**config.mk**
```make
export PLATFORM = sky130hd
export DESIGN_NAME = ptp_top
export DESIGN_NICKNAME = d
export VERILOG_FILES = /design/src/common/ptp_pkg.sv /design/src/logic/ptp_sync.sv /design/src/logic/ptp_uart_tx.sv /design/src/logic/ptp_top.sv
export VERILOG_INCLUDE_DIRS = /design/src /design/src/common
export SDC_FILE = /design/constraint.sdc
export NUM_CORES = 1
export LEC_CHECK = 0
export CORE_MARGIN = 10
export CORE_UTILIZATION = 59
export CTS_BUF_LIST = sky130_fd_sc_hd__clkbuf_8
export CTS_CLUSTER_DIAMETER = 100
export DETAILED_ROUTE_END_ITERATION = 6
export DONT_BUFFER_PORTS = 1
export PLACE_DENSITY = 0.76
export SYNTH_ARGS = -nofsm -noshare
export SYNTH_HDL_FRONTEND = slang
export SYNTH_SLANG_ARGS = --single-unit
```
**constraint.sdc**
```tcl
create_clock -name mclk_i -period 2.3 [get_ports mclk_i]
set_clock_uncertainty 0.15 [all_clocks]
set_input_delay 0.345 -clock mclk_i [delete_from_list [all_inputs] [get_ports mclk_i]]
set_output_delay 0.345 -clock mclk_i [all_outputs]
set_load 0.005 [all_outputs]
```
**src/common/ptp_cfg.svh**
```systemverilog
`ifndef PTP_CFG_SVH
`define PTP_CFG_SVH

// ==========================================================
// Register byte offsets
`define PTP_ADDR_CTRL     8'h00
`define PTP_ADDR_STATUS   8'h04
`define PTP_ADDR_RESULT   8'h08
`define PTP_ADDR_STB      8'h0C
`define PTP_ADDR_TXDATA   8'h10
`define PTP_ADDR_BAUD     8'h14
`define PTP_ADDR_IRQSTAT  8'h18
`define PTP_ADDR_IRQMASK  8'h1C

// ==========================================================
// Field positions
`define PTP_CTRL_PLC      0
`define PTP_CTRL_TALK     1
`define PTP_CTRL_MULTI    2
`define PTP_RES_STEP      0
`define PTP_RES_SEQ       1
`define PTP_RES_PASS      2
`define PTP_RES_FAIL      3
`define PTP_RES_ERR       4
`define PTP_RES_CODE_LSB  5
`define PTP_IRQ_START     0
`define PTP_IRQ_DISCH     1
`define PTP_IRQ_RELEASE   2
`define PTP_IRQ_OVERRUN   3

// ==========================================================
// Reset values and counts
`define PTP_BANK_OFFSET   9'h100
`define PTP_ERR_CODE_MAX  4'h4
`define PTP_CLK_HZ        200000000
`define PTP_BAUD_RATE     115200
`define PTP_BAUD_DIV_RST  16'(`PTP_CLK_HZ / `PTP_BAUD_RATE)
`define PTP_FRAME_BITS    4'hA

`endif

```
**src/common/ptp_pkg.sv**
```systemverilog
package ptp_pkg;

	// Gray codes along idle -> measure -> discharge
	typedef enum logic [1:0] {
		PTP_IDLE    = 2'h0,
		PTP_MEASURE = 2'h1,
		PTP_DISCH   = 2'h3
	} ptp_state_t;

	typedef enum logic [3:0] {
		PTP_ERR_SAFETY_LOOP = 4'h0,
		PTP_ERR_SATURATION  = 4'h1,
		PTP_ERR_OVER_RANGE  = 4'h2,
		PTP_ERR_CHARGE      = 4'h3,
		PTP_ERR_VOLTAGE     = 4'h4
	} ptp_err_t;

	typedef struct packed {
		ptp_state_t  state;
		logic        plc_en;
		logic        talker_en;
		logic        multi_run;
		logic [7:0]  stb;
		logic [15:0] baud_div;
		logic [3:0]  irq_stat;
		logic [3:0]  irq_mask;
		logic        meas_prev;
		logic [8:0]  setting;
		logic        granted;
		logic        test_done_flag;
		logic        pass;
		logic        fail;
		logic        err;
		logic [3:0]  err_code;
		logic        meas_start;
		logic [7:0]  txd;
		logic        txd_pend;
		logic        stb_pend;
		logic [31:0] rdata;
	} ptp_regs_t;

	typedef struct packed {
		logic [15:0] baud_cnt;
		logic [3:0]  bits_left;
		logic [9:0]  shift;
	} ptp_tx_t;

endpackage

```
**src/logic/ptp_sync.sv**
```systemverilog
`timescale 1ns/1ps
module ptp_sync #(
	parameter int W = 11
) (
	input  wire logic         mclk_i,
	input  wire logic         srst_i,
	input  wire logic [W-1:0] d_i,
	output logic      [W-1:0] q_o
);

	typedef struct packed {
		logic [W-1:0] s1;
		logic [W-1:0] s2;
	} ptp_sync_t;

	ptp_sync_t st;
	ptp_sync_t next_st;

	always_comb begin
		next_st    = st;
		next_st.s1 = d_i;
		next_st.s2 = st.s1;
	end

	always_ff @(posedge mclk_i) begin
		if (srst_i) begin
			st <= '0;
		end else begin
			st <= next_st;
		end
	end

	assign q_o = st.s2;

endmodule

```
**src/logic/ptp_uart_tx.sv**
```systemverilog
`timescale 1ns/1ps
`include "ptp_cfg.svh"
module ptp_uart_tx (
	input  wire logic        mclk_i,
	input  wire logic        srst_i,
	input  wire logic [15:0] div_i,
	input  wire logic        start_i,
	input  wire logic [7:0]  data_i,
	output logic             tx_o,
	output logic             busy_o
);

	ptp_pkg::ptp_tx_t st;
	ptp_pkg::ptp_tx_t next_st;

	// ==========================================================
	// 8N1 frame, LSB first, idle high
	always_comb begin
		next_st = st;
		if (st.bits_left == 4'h0) begin
			if (start_i) begin
				next_st.shift     = {1'b1, data_i, 1'b0};
				next_st.bits_left = `PTP_FRAME_BITS;
				next_st.baud_cnt  = div_i;
			end
		end else if (st.baud_cnt <= 16'h0001) begin
			next_st.shift     = {1'b1, st.shift[9:1]};
			next_st.bits_left = st.bits_left - 4'h1;
			next_st.baud_cnt  = div_i;
		end else begin
			next_st.baud_cnt = st.baud_cnt - 16'h0001;
		end
	end

	always_ff @(posedge mclk_i) begin
		if (srst_i) begin
			st <= '{baud_cnt: 16'h0000, bits_left: 4'h0, shift: 10'h3FF};
		end else begin
			st <= next_st;
		end
	end

	assign tx_o   = (st.bits_left == 4'h0) ? 1'b1 : st.shift[0];
	assign busy_o = (st.bits_left != 4'h0);

endmodule

```
**src/logic/ptp_top.sv**
```systemverilog
`timescale 1ns/1ps
`include "ptp_cfg.svh"
module ptp_top (
	input  wire logic        mclk_i,
	input  wire logic        srst_i,
	input  wire logic        control_request_in_i,
	input  wire logic        bank_select_i,
	input  wire logic [7:0]  setting_number_i,
	input  wire logic        measure_discharge_select_i,
	output logic             control_granted_out_o,
	output logic             test_done_flag_o,
	output logic             pass_result_out_o,
	output logic             fail_result_out_o,
	output logic             error_o,
	output logic [3:0]       error_type_o,
	output logic             meas_run_o,
	output logic             discharge_o,
	output logic             meas_start_o,
	output logic [8:0]       setting_sel_o,
	output logic             serial_tx_o,
	output logic             irq_o,
	input  wire logic [7:0]  addr_i,
	input  wire logic [31:0] wdata_i,
	input  wire logic        wr_i,
	input  wire logic        rd_i,
	output logic [31:0]      rdata_o
);

	ptp_pkg::ptp_regs_t q;
	ptp_pkg::ptp_regs_t next_q;

	logic       req_s;
	logic       bank_s;
	logic [7:0] num_s;
	logic       meas_s;
	logic       rise;
	logic       fall_lvl;
	logic       talker_ok;
	logic       tx_busy;
	logic       tx_start;
	logic [7:0] tx_byte;
	logic       wr_res;
	logic       wr_txd;
	logic [3:0] res_code;
	logic [3:0] irq_set;

	function automatic logic code_ok(input logic [3:0] c);
		code_ok = (c <= `PTP_ERR_CODE_MAX);
	endfunction

	// ==========================================================
	// Pin inputs, two flops each
	ptp_sync #(
		.W(11)
	) u_sync (
		.mclk_i (mclk_i),
		.srst_i (srst_i),
		.d_i    ({control_request_in_i, bank_select_i, setting_number_i,
		          measure_discharge_select_i}),
		.q_o    ({req_s, bank_s, num_s, meas_s})
	);

	// ==========================================================
	// Serial talker
	ptp_uart_tx u_tx (
		.mclk_i  (mclk_i),
		.srst_i  (srst_i),
		.div_i   (q.baud_div),
		.start_i (tx_start),
		.data_i  (tx_byte),
		.tx_o    (serial_tx_o),
		.busy_o  (tx_busy)
	);

	assign rise      = meas_s & ~q.meas_prev;
	assign fall_lvl  = ~meas_s;
	assign talker_ok = q.plc_en & q.talker_en;
	assign wr_res    = wr_i && (addr_i == `PTP_ADDR_RESULT);
	assign wr_txd    = wr_i && (addr_i == `PTP_ADDR_TXDATA);
	assign res_code  = wdata_i[`PTP_RES_CODE_LSB +: 4];
	// Result text goes ahead of the status byte so the status byte lands last
	assign tx_start  = ~tx_busy & (q.txd_pend | q.stb_pend);
	assign tx_byte   = q.txd_pend ? q.txd : q.stb;

	// ==========================================================
	// Next state
	always_comb begin
		next_q            = q;
		next_q.meas_prev  = meas_s;
		next_q.meas_start = 1'b0;
		irq_set           = 4'h0;

		// Handshake, ignored unless controller mode is on
		if (q.plc_en) begin
			if (rise) begin
				if (req_s) begin
					next_q.state      = ptp_pkg::PTP_MEASURE;
					next_q.setting    = bank_s ? {1'b0, num_s}
					                  : ({1'b0, num_s} + `PTP_BANK_OFFSET);
					next_q.test_done_flag        = 1'b0;
					next_q.pass       = 1'b0;
					next_q.fail       = 1'b0;
					next_q.err        = 1'b0;
					next_q.meas_start = 1'b1;
					irq_set[`PTP_IRQ_START] = 1'b1;
				end else begin
					// Low request captured: hand back local control
					if (q.granted) begin
						irq_set[`PTP_IRQ_RELEASE] = 1'b1;
					end
					next_q.granted = 1'b0;
					next_q.state   = ptp_pkg::PTP_IDLE;
				end
			end else if (fall_lvl && q.state == ptp_pkg::PTP_MEASURE) begin
				next_q.state = ptp_pkg::PTP_DISCH;
				irq_set[`PTP_IRQ_DISCH] = 1'b1;
			end
		end

		// Sent bytes retire first, so a new request in the same cycle wins
		if (tx_start) begin
			if (q.txd_pend) begin
				next_q.txd_pend = 1'b0;
			end else begin
				next_q.stb_pend = 1'b0;
			end
		end

		// Test progress reported by the instrument core
		if (wr_res && q.plc_en && q.state != ptp_pkg::PTP_IDLE) begin
			if (wdata_i[`PTP_RES_STEP]) begin
				next_q.granted = 1'b1;
			end
			if (wdata_i[`PTP_RES_SEQ]) begin
				next_q.test_done_flag  = 1'b1;
				next_q.pass = wdata_i[`PTP_RES_PASS];
				next_q.fail = wdata_i[`PTP_RES_FAIL] & ~wdata_i[`PTP_RES_PASS];
				if (talker_ok) begin
					next_q.stb_pend = 1'b1;
				end
			end
			// Undefined codes dropped, so 5..15 never reach the pins
			if (wdata_i[`PTP_RES_ERR] && code_ok(res_code)) begin
				next_q.err      = 1'b1;
				next_q.err_code = res_code;
			end
		end

		// Result text bytes; single holding byte, no queue
		if (wr_txd && talker_ok) begin
			if (q.txd_pend && !tx_start) begin
				irq_set[`PTP_IRQ_OVERRUN] = 1'b1;
			end else begin
				next_q.txd      = wdata_i[7:0];
				next_q.txd_pend = 1'b1;
			end
		end
		if (!talker_ok) begin
			next_q.txd_pend = 1'b0;
			next_q.stb_pend = 1'b0;
		end

		// Register writes
		if (wr_i) begin
			unique case (addr_i)
				`PTP_ADDR_CTRL: begin
					next_q.plc_en    = wdata_i[`PTP_CTRL_PLC];
					next_q.talker_en = wdata_i[`PTP_CTRL_TALK];
					next_q.multi_run = wdata_i[`PTP_CTRL_MULTI];
				end
				`PTP_ADDR_STB:     next_q.stb      = wdata_i[7:0];
				`PTP_ADDR_BAUD:    next_q.baud_div = wdata_i[15:0];
				`PTP_ADDR_IRQMASK: next_q.irq_mask = wdata_i[3:0];
				`PTP_ADDR_IRQSTAT: next_q.irq_stat = q.irq_stat & ~wdata_i[3:0];
				default: ;
			endcase
		end
		// Set wins: an event in the clearing cycle stays pending
		next_q.irq_stat = next_q.irq_stat | irq_set;
		if (!q.plc_en) begin
			next_q.state   = ptp_pkg::PTP_IDLE;
			next_q.granted = 1'b0;
		end

		// Register reads, answer in the next cycle
		next_q.rdata = 32'h0000_0000;
		if (rd_i) begin
			unique case (addr_i)
				`PTP_ADDR_CTRL:    next_q.rdata = {29'h0, q.multi_run, q.talker_en, q.plc_en};
				`PTP_ADDR_STATUS:  next_q.rdata = {17'h0, q.setting, q.stb_pend, q.txd_pend,
				                                   tx_busy, q.granted, q.state};
				`PTP_ADDR_STB:     next_q.rdata = {24'h0, q.stb};
				`PTP_ADDR_BAUD:    next_q.rdata = {16'h0, q.baud_div};
				`PTP_ADDR_IRQSTAT: next_q.rdata = {28'h0, q.irq_stat};
				`PTP_ADDR_IRQMASK: next_q.rdata = {28'h0, q.irq_mask};
				default:           next_q.rdata = 32'h0000_0000;
			endcase
		end
	end

	always_ff @(posedge mclk_i) begin
		if (srst_i) begin
			q          <= '0;
			q.state    <= ptp_pkg::PTP_IDLE;
			q.baud_div <= `PTP_BAUD_DIV_RST;
		end else begin
			q <= next_q;
		end
	end

	// ==========================================================
	// Outputs; flags active high, serial_tx_o idles high with a low start bit
	assign control_granted_out_o = q.granted;
	assign test_done_flag_o      = q.test_done_flag;
	assign pass_result_out_o     = q.pass;
	assign fail_result_out_o     = q.fail;
	assign error_o               = q.err;
	assign error_type_o          = q.err_code;
	assign meas_run_o            = (q.state == ptp_pkg::PTP_MEASURE);
	assign discharge_o           = (q.state == ptp_pkg::PTP_DISCH);
	assign meas_start_o          = q.meas_start;
	assign setting_sel_o         = q.setting;
	assign irq_o                 = |(q.irq_stat & q.irq_mask);
	assign rdata_o               = q.rdata;
endmodule

```
==> metrics.md <==
| Metric | Value |
|---|---|
| Most common cell in the synthesized netlist | `dfxtp_1` |
| Post-route worst hold slack | `0.0227 ns` |
| Total leakage power | `2.57 nW` |
| Post-synth EDFFs | `0` |
| Least-Margin Pin Slew | `0.597 ns` |
| Mux cell area share after synthesis | `7.37%` |
| Critical Path End Type | `flip-flop` |
| Post-detail-place hpwl | `10200 µm` |
| Clock net sink count | `134` |
| Critical path data arrival time | `2.42 ns` |
| Max VDD drop | `0.574 mV` |
| Count of boundary I/O pins | `110` |
| Cell Area, Synth | `5910 µm²` |
| Busiest grt layer | `met2` |
| Combined global-route utilization of all metal layers | `21.1%` |
| Max-cap check violation count | `0` |
| Via Count | `4897` |
| Final #Nets | `758` |
| Number of levels the H-tree was split into | `4` |
| Iteration-0 DRC count of the detailed router | `339` |
| Number of buffers inserted by post-CTS setup repair | `0` |
| Final RePlAce weighted congestion | `0.898` |
| Largest fanout on the critical path | `13` |
| Design area | `6730 µm²` |
| Met1 Track Usage GR | `23.7%` |
| Initial Utilization | `60.5%` |
| Outcome | `complete, no violations` |
| Number of buffers created by CTS | `17` |
| Req. time, crit path | `2.48 ns` |
| Initial antenna violation count | `1` |
| Register bit count reported by yosys | `134` |
| Met2 usage in global routing | `36.4%` |
| Adder-cell area share of the yosys netlist | `0.635%` |
| Crit path launch type | `flip-flop` |
| XOR/XNOR share of the synthesized area | `0.889%` |
| Horizontal die dimension | `120 µm` |
| Critical path, cell by cell | `or4_4, nor2_4, a31oi_4, or2_4, buf_4, a211o_1` |
| Cell variety after synth | `63` |
| Number of endpoints with negative hold slack in the final report | `0` |
| Via-to-Cell Ratio | `5.79` |
| Flip-flop cell with the highest count after synthesis | `dfxtp_1` |
| WL/cell | `18.3 µm` |
| Setup slack of the most critical reg-to-reg path | `0.06 ns` |
| Total gr overflow | `0` |
| Worst reg-to-reg path cell count | `6` |
| Clock tree root buffer cell | `clkbuf_8` |
| Critical-path cell with the highest stage delay | `or4_4` |
| Summed negative setup slack over all endpoints | `0 ns` |
| Worst relative slew slack | `60.1%` |
| Share of the yosys chip area belonging to registers | `45.4%` |
| CTS tree | `done` |
| Placed Instance Area | `5880 µm²` |
| Fraction of layout cells with a size suffix above 1 | `13.3%` |
| Number of instances in the synthesized netlist | `678` |
| Cell depth of the worst min-delay path | `2` |
| Synth warnings | `0` |
| Global-route wire length before repair | `24300 µm` |
| Setup violators final | `0` |
| Global routing met3 resource utilization | `6.38%` |
| Number of port buffers | `0` |
| DR pass1 iterations | `7` |
| Std-Cell Rows | `36` |
| Layout overhead on the synthesized area | `13.8%` |
| Setup Crit Path Kind | `reg -> reg` |
| Combinational family with the most area after synthesis | `simple AND/OR/NAND/NOR gates` |
| Total detailed-routing wirelength | `15500 µm` |
| Number of global-route vias before repair | `4768` |
| Post-layout util | `68.8%` |
| Startpoint of the lowest-slack register-to-register path | `u_tx.st[25]` |
| Pin count of the biggest net entering global routing | `100` |
| Simple-gate share of the synthesized area | `21.9%` |
| Cell Pwr Density | `1010 nW/µm²` |
| Post-route ant nets | `0` |
| Drc violations | `0` |
| Slowest stage delay, CP | `0.58 ns` |
| Clock buffer depth | `2` |
| Highest clock rate | `447 MHz` |
| Compound-gate portion of the synthesized area | `14.7%` |
| Average cell area after synthesis | `8.72 µm²` |
| Fraction of synthesized cell area taken by the top area cell type | `45.4%` |
| Final critical path time including I/O delays and setup | `2.24 ns` |
| Final clock period utilization by the worst path | `97.4%` |
| Core outline area | `9770 µm²` |
| Clk pin slew, worst setup/hold paths | `0.09 ns` |
| Destination of the worst register-to-register timing path | `u_tx.st[5]` |
| Post-synth top area cell | `dfxtp_1` |
| Commonest cells post-synth | `134 x dfxtp_1, 84 x nor2_1, 82 x nand2_1, 45 x buf_4, 44 x a21oi_1` |
| Fin. max-slew vios | `0` |
| Worst min-delay path startpoint | `rd_i` |
| Ranking of synthesized cells by area | `dfxtp_1 45%, mux2i_1 6.6%, buf_4 5.7%` |
| Worst min-delay path class | `in -> reg` |
| Die area | `14400 µm²` |
| Height of the die | `120 µm` |
| Hold endpoint | `rdata_o[1]` |
| Clock latency on the worst-skew pair | `0.45 ns` |
| Share of async-settable or async-resettable flops after synthesis | `0%` |
| Number of filler cells placed in the layout | `786` |
flip-flops by register name (all words and copies together) (netlist names):
register	cells
q	48
u_tx.st	29
rdata_o	16
u_sync.next_st	11
u_sync.q_o	11
setting_sel_o	9
error_type_o	4
control_granted_out_o	1
error_o	1
fail_result_out_o	1
meas_start_o	1
pass_result_out_o	1
test_done_flag_o	1
logic make-up (layout without fill, tap and decap cells):
logic type               count (synthesis)  after routing
AND/OR/NAND/NOR                        267            267
flip-flops                             134            134
AO/OA/AOI/OAI                          131            131
buffers and inverters                   93            112
multiplexers                            43             43
XOR/XNOR                                 6              6
adder cells (fa/ha/maj)                  3              3
other                                    1             17
per-stage QoR:
step | total power, mW | worst slack, ns | instances
after detailed placement | 4.73 | 0.0334 | 775
after global placement | 4.64 | 0.0856 | 775
after floorplan | 4.11 | 0.139 | 693
after CTS | 6.67 | 0.000811 | 845
final | 6.80 | 0.0605 | 846
after global routing | 7.12 | -0.000762 | 846
critical path, delay by kind of cell (launching register included):
family / cells / cell delay, ns
compound gates: 2 / 0.41
flops: 1 / 0.34
buf+inv: 1 / 0.19
simple gates: 3 / 1.03
placed cells by master, fill, tap and decap left out, types with 4 or more instances in the layout:
master         netlist  layout
inv_6                0       4
nand3b_1             9       9
nor3_1               9       9
dfxtp_1            134     129
nand2b_1             6       6
nand3_1             13      12
dlygate4sd3_1        0      38
a31oi_1              7       7
nor2_1              84      83
o21ai_0             19      19
mux2i_1             39      39
and3_1               5       4
a211oi_1            13      11
inv_1               10      10
conb_1               1      16
clkbuf_8             0      19
nor4_1               6       5
a211o_1              7       7
buf_4               45      31
xnor2_1              6       6
nand2_1             82      82
clkinvlp_4           0       4
a21oi_1             44      43
dfxtp_2              0       5
a22oi_1             17      17
mux2_2               4       4
nor2b_1             27      27
timing repair:
action | 4_1_cts | 5_1_grt
endpoints found under the setup margin | 1 | 20
resized for setup | 1 | 16
hold buffers | 39 | 0
pin swaps | 0 | 2
hold endpoints to repair | 120 | 0
worst max-delay path by stage:
stage	start	to	slack (ns)	cells past startpoint
after global routing	u_tx.st[25]	u_tx.st[7]	-0.0008	7
after global placement	u_tx.st[22]	u_tx.st[6]	0.09	6
final	u_tx.st[25]	u_tx.st[5]	0.06	6
after detailed placement	u_tx.st[22]	u_tx.st[11]	0.03	7
after floorplan	u_tx.st[22]	u_tx.st[0]	0.14	6
after CTS	u_tx.st[22]	u_tx.st[11]	0.0008	7
area by class of cell:
type	instances	area, µm²	share of cell area (%)
clock buffers	19	262	3.89
diodes	1	2.50	0.0372
repair buffers	71	652	9.69
multi-input cells	466	2800	41.6
well taps	133	166	2.47
flip-flops and latches	134	2690	40.0
inverters	10	37.5	0.558
clock inverters	12	118	1.75
layer usage:
metal	wire, µm	up-vias
met5	0	-
met4	396	0
met3	1290	38
met2	7740	208
met1	6050	2302
li1	-	2349
power by group:
part           switching, mW  internal (mW)
registers              0.132           2.49
clock network          0.947          0.918
logic                   1.32          0.998
total                   2.39           4.40
(Power assumes the default switching activity.)
